--- src/design/conv_regs_defs.vh ---
// Register offsets, field positions, reset values and timing counts of the converter control bank.
`ifndef CONV_REGS_DEFS_VH
`define CONV_REGS_DEFS_VH

// ****************************************
// Register offsets
// ****************************************
`define OFS_SETPOINT_LOW   8'h00
`define OFS_SETPOINT_HIGH  8'h01
`define OFS_APPLY_CONTROL  8'h02
`define OFS_CURRENT_LIMIT  8'h03
`define OFS_CONTROL_ONE    8'h04
`define OFS_CONTROL_TWO    8'h05
`define OFS_STATUS         8'h09

// ****************************************
// Slave addresses chosen by the strap level
// ****************************************
`define SLAVE_ADDR_RANGE0  7'h69
`define SLAVE_ADDR_RANGE1  7'h6B
`define SLAVE_ADDR_RANGE2  7'h6D
`define SLAVE_ADDR_RANGE3  7'h6F

// ****************************************
// Field positions
// ****************************************
`define APPLY_GO_BIT       0
`define APPLY_DELAY_BIT    1
`define CONTROL_ONE_ENABLE_BIT    7
`define CONTROL_ONE_FAULT_BIT     6
`define CONTROL_ONE_DISCHARGE_BIT 5
`define CONTROL_ONE_MODE_BIT      4
`define CONTROL_ONE_RATE_MSB      3
`define CONTROL_ONE_RATE_LSB      2
`define CONTROL_TWO_COMP_MSB      7
`define CONTROL_TWO_COMP_LSB      6
`define CONTROL_TWO_SOFT_MSB      5
`define CONTROL_TWO_SOFT_LSB      4
`define STAT_GOOD_BIT      7
`define STAT_THERMAL_BIT   6
`define STAT_WARN_BIT      5
`define STAT_MODE_BIT      4

// ****************************************
// Reset and fuse values
// ****************************************
`define RST_SETPOINT_CODE  11'h1F4
`define RST_CURRENT_LIMIT  7'h3C
`define MAX_CURRENT_LIMIT  7'h50
`define RST_CONTROL_ONE    8'hF0
`define RST_CONTROL_TWO    8'h30

// ****************************************
// Timing
// ****************************************
`define CLK_PERIOD_NS      10
`define RAMP_STEP_NS       10000
`define RAMP_STEP_CYCLES   ((`RAMP_STEP_NS + `CLK_PERIOD_NS - 1) / `CLK_PERIOD_NS)
`define GOOD_DELAY_US      100
`define GOOD_DELAY_CYCLES  ((`GOOD_DELAY_US * 1000 + `CLK_PERIOD_NS - 1) / `CLK_PERIOD_NS)

`endif

--- src/design/serial_byte_slave.v ---
// Two-wire serial slave: framing, address match, register pointer, write strobe and read shifter.
`timescale 1ns/1ps
`default_nettype none

module serial_byte_slave
(
	input  wire       core_clk,
	input  wire       reset,
	input  wire       scl_in,
	input  wire       sda_in,
	output reg        sda_out,
	output reg        sda_oe,
	input  wire [6:0] own_addr,
	output reg        wr_pulse,
	output reg  [7:0] wr_addr,
	output reg  [7:0] wr_data,
	output reg  [7:0] rd_addr,
	input  wire [7:0] rd_data
);

	localparam [2:0] ST_IDLE  = 3'd0;
	localparam [2:0] ST_ADDR  = 3'd1;
	localparam [2:0] ST_REG   = 3'd2;
	localparam [2:0] ST_WDATA = 3'd3;
	localparam [2:0] ST_RDATA = 3'd4;

	reg  [2:0] state;
	reg  [2:0] bit_cnt;
	reg        ack_phase;
	reg  [7:0] rx_shift;
	reg  [7:0] tx_shift;
	reg        scl_q;
	reg        sda_q;
	reg        first_fall;

	wire start_seen = scl_in & scl_q & sda_q & ~sda_in;
	wire stop_seen  = scl_in & scl_q & ~sda_q & sda_in;
	wire scl_rise   = scl_in & ~scl_q;
	wire scl_fall   = ~scl_in & scl_q;

	always @(posedge core_clk)
	begin
		wr_pulse <= 1'b0;
		if (reset)
		begin
			state     <= ST_IDLE;
			bit_cnt   <= 3'd0;
			ack_phase <= 1'b0;
			rx_shift  <= 8'h00;
			tx_shift  <= 8'hFF;
			scl_q     <= 1'b1;
			sda_q     <= 1'b1;
			first_fall <= 1'b0;
			sda_out   <= 1'b0;
			sda_oe    <= 1'b0;
			wr_addr   <= 8'h00;
			wr_data   <= 8'h00;
			rd_addr   <= 8'h00;
		end
		else
		begin
			scl_q <= scl_in;
			sda_q <= sda_in;
			if (start_seen)
			begin
				state     <= ST_ADDR;
				bit_cnt   <= 3'd0;
				ack_phase <= 1'b0;
				sda_oe    <= 1'b0;
				first_fall <= 1'b1;
			end
			else if (stop_seen)
			begin
				state  <= ST_IDLE;
				sda_oe <= 1'b0;
			end
			else if (state != ST_IDLE && scl_rise)
			begin
				if (ack_phase)
				begin
					// A master that does not acknowledge ends the read.
					if (state == ST_RDATA && sda_in)
						state <= ST_IDLE;
				end
				else
				begin
					rx_shift <= {rx_shift[6:0], sda_in};
					bit_cnt  <= bit_cnt + 3'd1;
				end
			end
			else if (state != ST_IDLE && scl_fall)
			begin
				// The fall that closes a start condition is no data clock, so it is skipped.
				if (first_fall)
					first_fall <= 1'b0;
				else if (ack_phase)
				begin
					ack_phase <= 1'b0;
					if (state == ST_RDATA)
					begin
						tx_shift <= rd_data;
						sda_oe   <= ~rd_data[7];
					end
					else
						sda_oe <= 1'b0;
				end
				else if (bit_cnt == 3'd0)
				begin
					ack_phase <= 1'b1;
					case (state)
						ST_ADDR:
						begin
							if (rx_shift[7:1] == own_addr)
							begin
								sda_oe <= 1'b1;
								state  <= rx_shift[0] ? ST_RDATA : ST_REG;
							end
							else
							begin
								ack_phase <= 1'b0;
								state     <= ST_IDLE;
							end
						end
						ST_REG:
						begin
							rd_addr <= rx_shift;
							sda_oe  <= 1'b1;
							state   <= ST_WDATA;
						end
						ST_WDATA:
						begin
							// The write lands on the falling edge of the last data bit.
							wr_pulse <= 1'b1;
							wr_addr  <= rd_addr;
							wr_data  <= rx_shift;
							rd_addr  <= rd_addr + 8'd1;
							sda_oe   <= 1'b1;
						end
						ST_RDATA:
						begin
							rd_addr <= rd_addr + 8'd1;
							sda_oe  <= 1'b0;
						end
						default:
							state <= ST_IDLE;
					endcase
				end
				else if (state == ST_RDATA)
				begin
					sda_oe   <= ~tx_shift[6];
					tx_shift <= {tx_shift[6:0], 1'b1};
				end
			end
		end
	end

endmodule // serial_byte_slave

`default_nettype wire

--- src/design/converter_control_registers.v ---
// Control and status register bank of a buck-boost converter behind a two-wire serial port.
`timescale 1ns/1ps
`default_nettype none
`include "conv_regs_defs.vh"

module converter_control_registers
#(
	parameter integer GOOD_DELAY_CYCLES = `GOOD_DELAY_CYCLES,
	parameter integer RAMP_CYCLES       = `RAMP_STEP_CYCLES
)
(
	input  wire        core_clk,
	input  wire        reset,
	input  wire        scl_in,
	input  wire        sda_in,
	output wire        sda_out,
	output wire        sda_oe,
	input  wire        strap_above_quarter,
	input  wire        strap_above_half,
	input  wire        strap_above_three_quarter,
	input  wire        enable_pin,
	input  wire        vin_undervoltage,
	input  wire        thermal_shutdown,
	input  wire        thermal_warning_flag,
	input  wire        regulation_mode_flag,
	input  wire        output_in_regulation,
	output reg         converter_on,
	output reg         discharge_on,
	output reg  [10:0] reference_code,
	output reg  [6:0]  current_limit_code,
	output reg         forced_pwm,
	output reg  [1:0]  switch_rate_sel,
	output reg  [1:0]  drop_comp_sel,
	output reg  [1:0]  soft_start_sel,
	output reg         power_good_flag
);

	// ****************************************
	// Address strap
	// ****************************************
	function [6:0] strap_to_addr;
		input q1;
		input q2;
		input q3;
		begin
			if (q3)
				strap_to_addr = `SLAVE_ADDR_RANGE3;
			else if (q2)
				strap_to_addr = `SLAVE_ADDR_RANGE2;
			else if (q1)
				strap_to_addr = `SLAVE_ADDR_RANGE1;
			else
				strap_to_addr = `SLAVE_ADDR_RANGE0;
		end
	endfunction

	reg        shutdown;
	reg        strap_taken;
	reg  [6:0] own_addr;

	// The strap is re-read while the port is down, so a changed divider counts after shutdown.
	always @(posedge core_clk)
	begin
		if (reset)
		begin
			strap_taken <= 1'b0;
			own_addr    <= `SLAVE_ADDR_RANGE0;
		end
		else if (!strap_taken || shutdown)
		begin
			strap_taken <= 1'b1;
			own_addr    <= strap_to_addr(strap_above_quarter, strap_above_half,
				strap_above_three_quarter);
		end
	end

	// ****************************************
	// Shutdown and serial engine
	// ****************************************
	always @(posedge core_clk)
	begin
		if (reset)
			shutdown <= 1'b1;
		else
			shutdown <= ~enable_pin | vin_undervoltage;
	end

	wire       wr_pulse;
	wire [7:0] wr_addr;
	wire [7:0] wr_data;
	wire [7:0] rd_addr;
	reg  [7:0] rd_data;

	serial_byte_slave port_engine
	(
		.core_clk (core_clk),
		.reset    (reset | shutdown),
		.scl_in   (scl_in),
		.sda_in   (sda_in),
		.sda_out  (sda_out),
		.sda_oe   (sda_oe),
		.own_addr (own_addr),
		.wr_pulse (wr_pulse),
		.wr_addr  (wr_addr),
		.wr_data  (wr_data),
		.rd_addr  (rd_addr),
		.rd_data  (rd_data)
	);

	// ****************************************
	// Fuse image
	// ****************************************
	// Sized copies of the reload values, so that each field takes exactly its own bits.
	// A shutdown pulls these back in, which overrides anything the host wrote.
	localparam [10:0] FUSE_SETPOINT    = `RST_SETPOINT_CODE;
	localparam [7:0]  FUSE_CONTROL_ONE = `RST_CONTROL_ONE;
	localparam [7:0]  FUSE_CONTROL_TWO = `RST_CONTROL_TWO;

	// ****************************************
	// Control registers
	// ****************************************
	reg  [2:0]  setpoint_low_reg;
	reg  [7:0]  setpoint_high_reg;
	reg         good_flag_delay_sel;
	reg  [6:0]  limit_reg;
	reg         enable_bit;
	reg         fault_mode_bit;
	reg         discharge_bit;
	reg         mode_bit;
	reg  [1:0]  rate_field;
	reg  [1:0]  comp_field;
	reg  [1:0]  soft_field;

	wire [10:0] setpoint_code = {setpoint_high_reg, setpoint_low_reg};

	// Disabling through the enable bit leaves every field alone; only a pin or
	// undervoltage shutdown pulls the fuse image back in.
	always @(posedge core_clk)
	begin
		if (reset || shutdown)
		begin
			setpoint_high_reg   <= FUSE_SETPOINT[10:3];
			setpoint_low_reg    <= FUSE_SETPOINT[2:0];
			good_flag_delay_sel <= 1'b0;
			limit_reg           <= `RST_CURRENT_LIMIT;
			enable_bit          <= FUSE_CONTROL_ONE[`CONTROL_ONE_ENABLE_BIT];
			fault_mode_bit      <= FUSE_CONTROL_ONE[`CONTROL_ONE_FAULT_BIT];
			discharge_bit       <= FUSE_CONTROL_ONE[`CONTROL_ONE_DISCHARGE_BIT];
			mode_bit            <= FUSE_CONTROL_ONE[`CONTROL_ONE_MODE_BIT];
			rate_field          <= FUSE_CONTROL_ONE[`CONTROL_ONE_RATE_MSB:`CONTROL_ONE_RATE_LSB];
			comp_field          <= FUSE_CONTROL_TWO[`CONTROL_TWO_COMP_MSB:`CONTROL_TWO_COMP_LSB];
			soft_field          <= FUSE_CONTROL_TWO[`CONTROL_TWO_SOFT_MSB:`CONTROL_TWO_SOFT_LSB];
		end
		else if (wr_pulse)
		begin
			case (wr_addr)
				`OFS_SETPOINT_LOW:
					setpoint_low_reg <= wr_data[2:0];
				`OFS_SETPOINT_HIGH:
					setpoint_high_reg <= wr_data;
				`OFS_APPLY_CONTROL:
					good_flag_delay_sel <= wr_data[`APPLY_DELAY_BIT];
				`OFS_CURRENT_LIMIT:
				begin
					// Codes above the top of the range are held at the top.
					if (wr_data[6:0] > `MAX_CURRENT_LIMIT)
						limit_reg <= `MAX_CURRENT_LIMIT;
					else
						limit_reg <= wr_data[6:0];
				end
				`OFS_CONTROL_ONE:
				begin
					enable_bit     <= wr_data[`CONTROL_ONE_ENABLE_BIT];
					fault_mode_bit <= wr_data[`CONTROL_ONE_FAULT_BIT];
					discharge_bit  <= wr_data[`CONTROL_ONE_DISCHARGE_BIT];
					mode_bit       <= wr_data[`CONTROL_ONE_MODE_BIT];
					rate_field     <= wr_data[`CONTROL_ONE_RATE_MSB:`CONTROL_ONE_RATE_LSB];
				end
				`OFS_CONTROL_TWO:
				begin
					comp_field <= wr_data[`CONTROL_TWO_COMP_MSB:`CONTROL_TWO_COMP_LSB];
					soft_field <= wr_data[`CONTROL_TWO_SOFT_MSB:`CONTROL_TWO_SOFT_LSB];
				end
				default:
					comp_field <= comp_field;
			endcase
		end
	end

	// ****************************************
	// Setpoint apply and reference ramp
	// ****************************************
	// Writing zero to the apply bit does not stop a ramp that is under way.
	reg         go_bit;
	reg  [10:0] target_code;
	reg  [15:0] ramp_cnt;

	wire go_write = wr_pulse && (wr_addr == `OFS_APPLY_CONTROL) && wr_data[`APPLY_GO_BIT];
	wire reached  = (reference_code == target_code);

	// A new apply that lands in the cycle the old one finishes keeps the bit set.
	always @(posedge core_clk)
	begin
		if (reset || shutdown)
		begin
			go_bit         <= 1'b0;
			target_code    <= `RST_SETPOINT_CODE;
			reference_code <= `RST_SETPOINT_CODE;
			ramp_cnt       <= 16'd0;
		end
		else if (go_write)
		begin
			go_bit      <= 1'b1;
			target_code <= setpoint_code;
			ramp_cnt    <= 16'd0;
		end
		else if (go_bit)
		begin
			if (reached)
				go_bit <= 1'b0;
			else if (ramp_cnt == RAMP_CYCLES[15:0] - 16'd1)
			begin
				ramp_cnt <= 16'd0;
				if (reference_code < target_code)
					reference_code <= reference_code + 11'd1;
				else
					reference_code <= reference_code - 11'd1;
			end
			else
				ramp_cnt <= ramp_cnt + 16'd1;
		end
	end

	// ****************************************
	// Power-good qualification
	// ****************************************
	// The count rests at its end value, so the flag stays up until regulation is lost.
	reg [15:0] good_cnt;

	always @(posedge core_clk)
	begin
		if (reset)
		begin
			good_cnt        <= 16'd0;
			power_good_flag <= 1'b0;
		end
		else if (!output_in_regulation)
		begin
			good_cnt        <= 16'd0;
			power_good_flag <= 1'b0;
		end
		else if (!good_flag_delay_sel)
			power_good_flag <= 1'b1;
		else if (good_cnt == GOOD_DELAY_CYCLES[15:0] - 16'd1)
			power_good_flag <= 1'b1;
		else
			good_cnt <= good_cnt + 16'd1;
	end

	// ****************************************
	// Converter-facing outputs
	// ****************************************
	always @(posedge core_clk)
	begin
		if (reset)
		begin
			converter_on       <= 1'b0;
			discharge_on       <= 1'b0;
			current_limit_code <= `RST_CURRENT_LIMIT;
			forced_pwm         <= 1'b1;
			switch_rate_sel    <= 2'b00;
			drop_comp_sel      <= 2'b00;
			soft_start_sel     <= 2'b11;
		end
		else
		begin
			converter_on       <= ~shutdown & enable_bit & ~thermal_shutdown;
			discharge_on       <= go_bit | (discharge_bit & shutdown);
			current_limit_code <= limit_reg;
			forced_pwm         <= mode_bit;
			switch_rate_sel    <= rate_field;
			drop_comp_sel      <= comp_field;
			soft_start_sel     <= soft_field;
		end
	end

	// ****************************************
	// Read data
	// ****************************************
	// Thermal and mode status come straight from the live inputs and power good from its flag register, so a read sees the state of that moment.
	always @*
	begin
		case (rd_addr)
			`OFS_SETPOINT_LOW:
				rd_data = {5'h00, setpoint_low_reg};
			`OFS_SETPOINT_HIGH:
				rd_data = setpoint_high_reg;
			`OFS_APPLY_CONTROL:
				rd_data = {6'h00, good_flag_delay_sel, go_bit};
			`OFS_CURRENT_LIMIT:
				rd_data = {1'b0, limit_reg};
			`OFS_CONTROL_ONE:
				rd_data = {enable_bit, fault_mode_bit, discharge_bit, mode_bit, rate_field, 2'b00};
			`OFS_CONTROL_TWO:
				rd_data = {comp_field, soft_field, 4'h0};
			`OFS_STATUS:
				rd_data = {power_good_flag, thermal_shutdown, thermal_warning_flag,
					regulation_mode_flag, 4'h0};
			default:
				rd_data = 8'h00;
		endcase
	end

endmodule // converter_control_registers

`default_nettype wire

--- config.mk ---
export PLATFORM = sky130hd
export DESIGN_NAME = converter_control_registers
export DESIGN_NICKNAME = d
export VERILOG_FILES = /design/src/design/serial_byte_slave.v /design/src/design/converter_control_registers.v
export VERILOG_INCLUDE_DIRS = /design/src /design/src/design
export SDC_FILE = /design/constraint.sdc
export NUM_CORES = 1
export LEC_CHECK = 0
export ABC_CLOCK_PERIOD_IN_PS = 4600
export BUFFER_PORTS_ARGS = -buffer_cell sky130_fd_sc_hd__buf_4
export CORE_UTILIZATION = 25
export CTS_CLUSTER_DIAMETER = 60
export DETAILED_ROUTE_END_ITERATION = 12
export HOLD_SLACK_MARGIN = 0.15
export SKIP_LAST_GASP = 1
export SYNTH_ARGS = -nofsm -noshare
export SYNTH_HDL_FRONTEND = slang
export SYNTH_SLANG_ARGS = --single-unit
--- constraint.sdc ---
create_clock -name core_clk -period 4.6 [get_ports core_clk]
set_input_delay 0 -clock core_clk [delete_from_list [all_inputs] [get_ports core_clk]]
set_output_delay 0 -clock core_clk [all_outputs]
set_load 0.03 [all_outputs]
# Word level (Yosys, flattened, before mapping)
# Cells that the tools add are included.
[totals]
input_bits = 13
output_inout_bits = 30
ff_bits = 161
[op_classes]
n_bitwise = 33
n_mux = 44
addsub = 6
eq_ne = 34
reduce_logical = 46
n_lt_le_gt_ge = 2
[op_table]
columns = ["op", "n"]
rows = [
  ["8-bit one-hot mux with 7 select lines", 1],
  ["7-bit two-way mux", 5],
  ["3-bit two-way mux", 11],
  ["16-bit by 1-bit adder with 16-bit output, second input constant", 2],
  ["8-bit by 2-bit == test with 1-bit output, second input constant", 4],
  ["8-bit by 3-bit == test with 1-bit output, second input constant", 4],
  ["1-bit two-way mux", 21],
  ["7-bit AND reduction", 3],
  ["1-bit NOT", 20],
  ["16-bit by 10-bit == test with 1-bit output, second input constant", 1],
  ["16-bit by 14-bit == test with 1-bit output, second input constant", 1],
  ["8-bit by 1-bit == test with 1-bit output, second input constant", 2],
  ["8-bit logical NOT", 2],
  ["16-bit two-way mux", 1],
  ["8-bit one-hot mux with 2 select lines", 1],
  ["2-bit AND reduction", 8],
  ["8-bit AND reduction", 2],
  ["2-bit by 1-bit != test with 1-bit output, second input constant", 6],
  ["4-bit AND reduction", 3],
  ["4-bit nonzero test", 3],
  ["11-bit by 1-bit adder with 11-bit output, second input constant", 1],
  ["11-bit == test", 1],
  ["11-bit < comparator", 1],
  ["11-bit two-way mux", 1],
  ["30 further kinds", 60],
]

# Depth between registers and ports, before layout
[logic_depth]
ltp_word = 10
depth_mapped = 13
depth_no_buf = 13

# Modules after synthesis
# From an unflattened synthesis, not the netlist that was laid out.
[hier_totals]
cells_unflattened = 856
hier_area_um2 = 7445.9
[modules_own_cells]
columns = ["module", "n_inst", "seq_area_each_um2", "area_each_um2", "cells_each"]
rows = [
  ["converter_control_registers", 1, 2102.0, 4902.2, 541],
  ["serial_byte_slave", 1, 1021.0, 2543.7, 315],
]

# Least setup slack after synthesis
# OpenSTA, ideal clock, no wires.
[synth_timing]
kind = "register to register"
startpoint = "register reference_code[0]"
endpoint = "register reference_code[10]"
setup_slack_ns = 1.199
t_arrival_ns = 3.282
period_less_slack_ns = 3.401
path_stages_with_launch = 14
path_cell_list = "dfxtp_1 -> inv_1 -> ha_1 -> nand3b_1 -> a21oi_1 -> nor3_1 -> o21ai_0 -> ha_1 -> a21oi_1 -> o22ai_1 -> o221ai_1 -> nand2_1 -> mux2_2 -> mux2i_1"
[synth_between]
elab_chain_len = 3
word_cells_on_any_way = 7
classes_between = "2 x add/sub; 1 x order compare; 1 x eq/ne; 1 x mux; 1 x bitwise; 1 x reduce/logical"
[synth_lines]
columns = ["item", "line", "rtl"]
rows = [
  ["from (decl)", "converter_control_registers.v:29", "output reg [10:0] reference_code,"],
  ["from (signal assigned)", "converter_control_registers.v:208", "reference_code <= `RST_SETPOINT_CODE;"],
  ["from (signal assigned)", "converter_control_registers.v:225", "reference_code <= reference_code + 11'd1;"],
  ["from (signal assigned)", "converter_control_registers.v:227", "reference_code <= reference_code - 11'd1;"],
  ["branches (longest 3 deep; another with 11-bit by 1-bit subtractor with 11-bit output)", "-", ""],
]
# Parallel ways; which one is timed is not known.
# A chain may end at the register's enable or synchronous reset.

# Worst setup path in the final report
[layout_timing]
startpoint = "register reference_code[8]"
endpoint = "register reference_code[10]"
# Same word-level chain as after synthesis.

==> run summary <==
* number of post-CTS setup repair buffers: 0
* cell area after synthesis: 0.00737 mm²
* Hold WC Path Type: in -> reg
* Worst-path clk slew: 0.07 ns
* min cycle time layout: 3.08 ns
* total via count after detailed routing: 5948
* setup repair after global routing missed its margin: no
* Total GRT Usage: 0.119
* antenna violations before repair: 0
* Filler cells: 3075
* TritonCTS clock tree: built
* WL/cell: 13.6 µm
* initial cell density of the core: 0.255
* Placeable Area: 0.0289 mm²
* area added between synthesis and finish: 19.0%
* worst r2r path cells: 13
* # H-tree levels: 4
* worst path required time: 4.92 ns
* worst reg-to-reg setup slack: 1.52 ns
* DP HPWL: 11900 µm
* maximum fanout count along the critical path: 11
* cell types occupying the most area after synthesis: dfxtp_1, mux2i_1, nor2_1, ha_1, nand2_1
* cell depth of the worst hold path: 3
* library cells used by synthesis: 69
* number of cell rows: 62
* NumNets Final: 917
* mean area per synthesized cell: 8.76 µm²
* share of synthesized flip-flops with an asynchronous set or reset: 0
* Longest Clk Path Bufs: 2
* count of flip-flops with a built-in enable after synthesis: 0
* setup TNS: 0 ns
* count of pins over their slew limit: 0
* maximum achievable frequency: 325 MHz
* detailed router's first-iteration violation count: 453
* Final Skew: 0.0135 ns
* input/output buffers: 41
* via count of the first global-routing pass: 5646
* reg-to-reg critical path endpoint: reference_code[10]
* Syn Nets: 883
* element type at the critical path end: flop
* 1st-pass router iterations: 6
* fraction of the cycle the final worst path needs: 0.670
* Die Outline Area: 0.0302 mm²
* Yosys top cell area share: 0.424
* die height: 174 µm
* Ys Warns: 0
* area leader, netlist: dfxtp_1
* top library cells by usage in the layout, fill and taps aside: dfxtp_1, nor2_1, nand2_1, mux2i_1, buf_4
* share of post-route cells with drive strength above 1: 0.115
* leading cell type in the layout, fill and taps excluded: dfxtp_1
* Routed Antenna Nets: 0
* final weighted congestion in routability-driven placement: 0.782
* leakage power of the design: 3.36 nW
* actual slew at the worst max-slew pin: 1.11 ns
* post-synthesis sequential area ratio: 0.424
* number of buffers created by CTS: 17
* Yosys reg bits: 156
* min-delay src: output_in_regulation
* gr ovfl total: 0
* DRC Markers: 0
* largest registers in the final layout: good_cnt (16), ramp_cnt (16)
* Cell Area, Placed: 0.00800 mm²
* Top Ports: 43
* ys flop type: dfxtp_1
* status: finished clean
* total setup violations reported at the end of the flow: 0
* Hold Fails Final Rpt: 0
* DR vias/cell: 4.68
* gate count of the mapped netlist: 841
* Num Clock Sinks: 156
* CP startpoint kind: flop
* total power density per cell area: 330 mW/mm²
* critical path data arrival time: 3.40 ns
* Setup Crit Path Kind: reg -> reg
* Post-Layout Inst Area: 0.00877 mm²
* Relative slew margins: 0.257
* count of maximum capacitance violations: 0
* clock root buffer: clkbuf_16
* Worst Hold Path EP: good_cnt[9]
* first-pass GRT wire length: 29000 µm
* latest clock arrival within the worst-skew pair: 0.43 ns
* hold slack final: 0.245 ns
* total routed wirelength: 17400 µm
* maximum number of pins on one net before global-route repair: 61
* horizontal die dimension: 174 µm
* number of antenna repair diodes: 0
* launching point of the worst reg2reg path: reference_code[8]
* worst voltage drop across the vdd grid: 215 µV
* final standard cell utilization of the core: 0.304
cell usage after synthesis, types with 3 or more instances:
| cell type | instances |
|---|---|
| nor2b_1 | 18 |
| mux2i_1 | 53 |
| o22ai_1 | 8 |
| nand3_1 | 28 |
| a22oi_1 | 9 |
| nor2_1 | 110 |
| nor4_1 | 8 |
| nand4_1 | 12 |
| a21oi_1 | 40 |
| dfxtp_1 | 156 |
| ha_1 | 28 |
| a21o_1 | 5 |
| a22o_1 | 3 |
| inv_1 | 27 |
| nand2b_1 | 5 |
| buf_2 | 9 |
| a211oi_1 | 6 |
| o21ai_0 | 18 |
| nor3_1 | 16 |
| xor2_1 | 18 |
| a31oi_1 | 6 |
| a221oi_1 | 3 |
| clkbuf_1 | 31 |
| or2_2 | 10 |
| or3_1 | 8 |
| or4_1 | 4 |
| nand3b_1 | 8 |
| o211ai_1 | 19 |
| nand2_1 | 89 |
| xnor2_1 | 24 |
| nor3b_1 | 5 |
| o31ai_1 | 4 |
| and3_1 | 8 |
worst max-delay path: stages (launching register included):
cell and delay, ns:
dfxtp_1 0.34, ha_1 0.32, a21o_1 0.18, a21o_1 0.17
a21oi_1 0.14, o21ai_0 0.09, buf_4 0.19, ha_1 0.39
a21oi_1 0.09, o22ai_1 0.29, o221ai_1 0.20, nand2b_1 0.17
mux2_2 0.28, mux2i_1 0.11
kinds of logic (layout without fill, tap and decap cells):
kind of cell | count (synthesis) | after routing | share of synthesized area
buffers and inverters | 71 | 118 | 0.0399
AOI/OAI and AO/OA | 139 | 139 | 0.124
xor gates and xnor gates | 42 | 42 | 0.0499
DFF | 156 | 156 | 0.424
other | 1 | 1 | 0.000509
muxes | 54 | 54 | 0.0735
and+or+nand+nor | 349 | 349 | 0.238
adders and majority gates | 29 | 29 | 0.0503
layout make-up:
type	count	area [µm²]	share of cell area
clock buffer	18	439	0.0501
multi-input combinational	614	3950	0.451
inverter	27	101	0.0116
clock inverter	14	193	0.0220
sequential	156	3120	0.356
timing repair buffer	59	478	0.0545
tap	384	480	0.0548
report_power, final:
| group | switching [mW] | leakage (nW) | internal (mW) |
|---|---|---|---|
| sequential | 0.00502 | 1.26 | 1.35 |
| combinational | 0.0281 | 1.79 | 0.0217 |
| clock | 0.638 | 0.309 | 0.847 |
layer usage:
layer  track usage  vias up  share of wire
met5             0        -              0
li1              -     3014              -
met4        0.0365        0         0.0092
met1         0.164     2826           0.52
met2         0.183       96           0.45
met3        0.0274       12          0.027
how the worst max path moves through the flow:
stage | slack, ns | start | end
after floorplan | 1.20 | reference_code[0] | reference_code[10]
after global placement | 1.63 | reference_code[4] | reference_code[10]
after detailed placement | 1.54 | reference_code[8] | reference_code[10]
after CTS | 1.53 | reference_code[8] | reference_code[10]
after global routing | 1.35 | reference_code[8] | reference_code[10]
final | 1.52 | reference_code[8] | reference_code[10]
through the flow:
stage	total power, mW	setup slack, ns	instances
after floorplan	1.41	1.20	841
after global placement	1.43	1.63	1226
after detailed placement	1.43	1.54	1226
after CTS	2.94	1.53	1272
after global routing	3.00	1.35	1272
final	2.89	1.52	1272
repair_timing:
| action | 4_1_cts | 5_1_grt |
|---|---|---|
| endpoints found under the hold margin | 34 | 0 |
| gates resized for setup | 0 | 0 |
| hold buffers | 14 | 0 |
No activity file was read; power rests on OpenSTA's default activity.
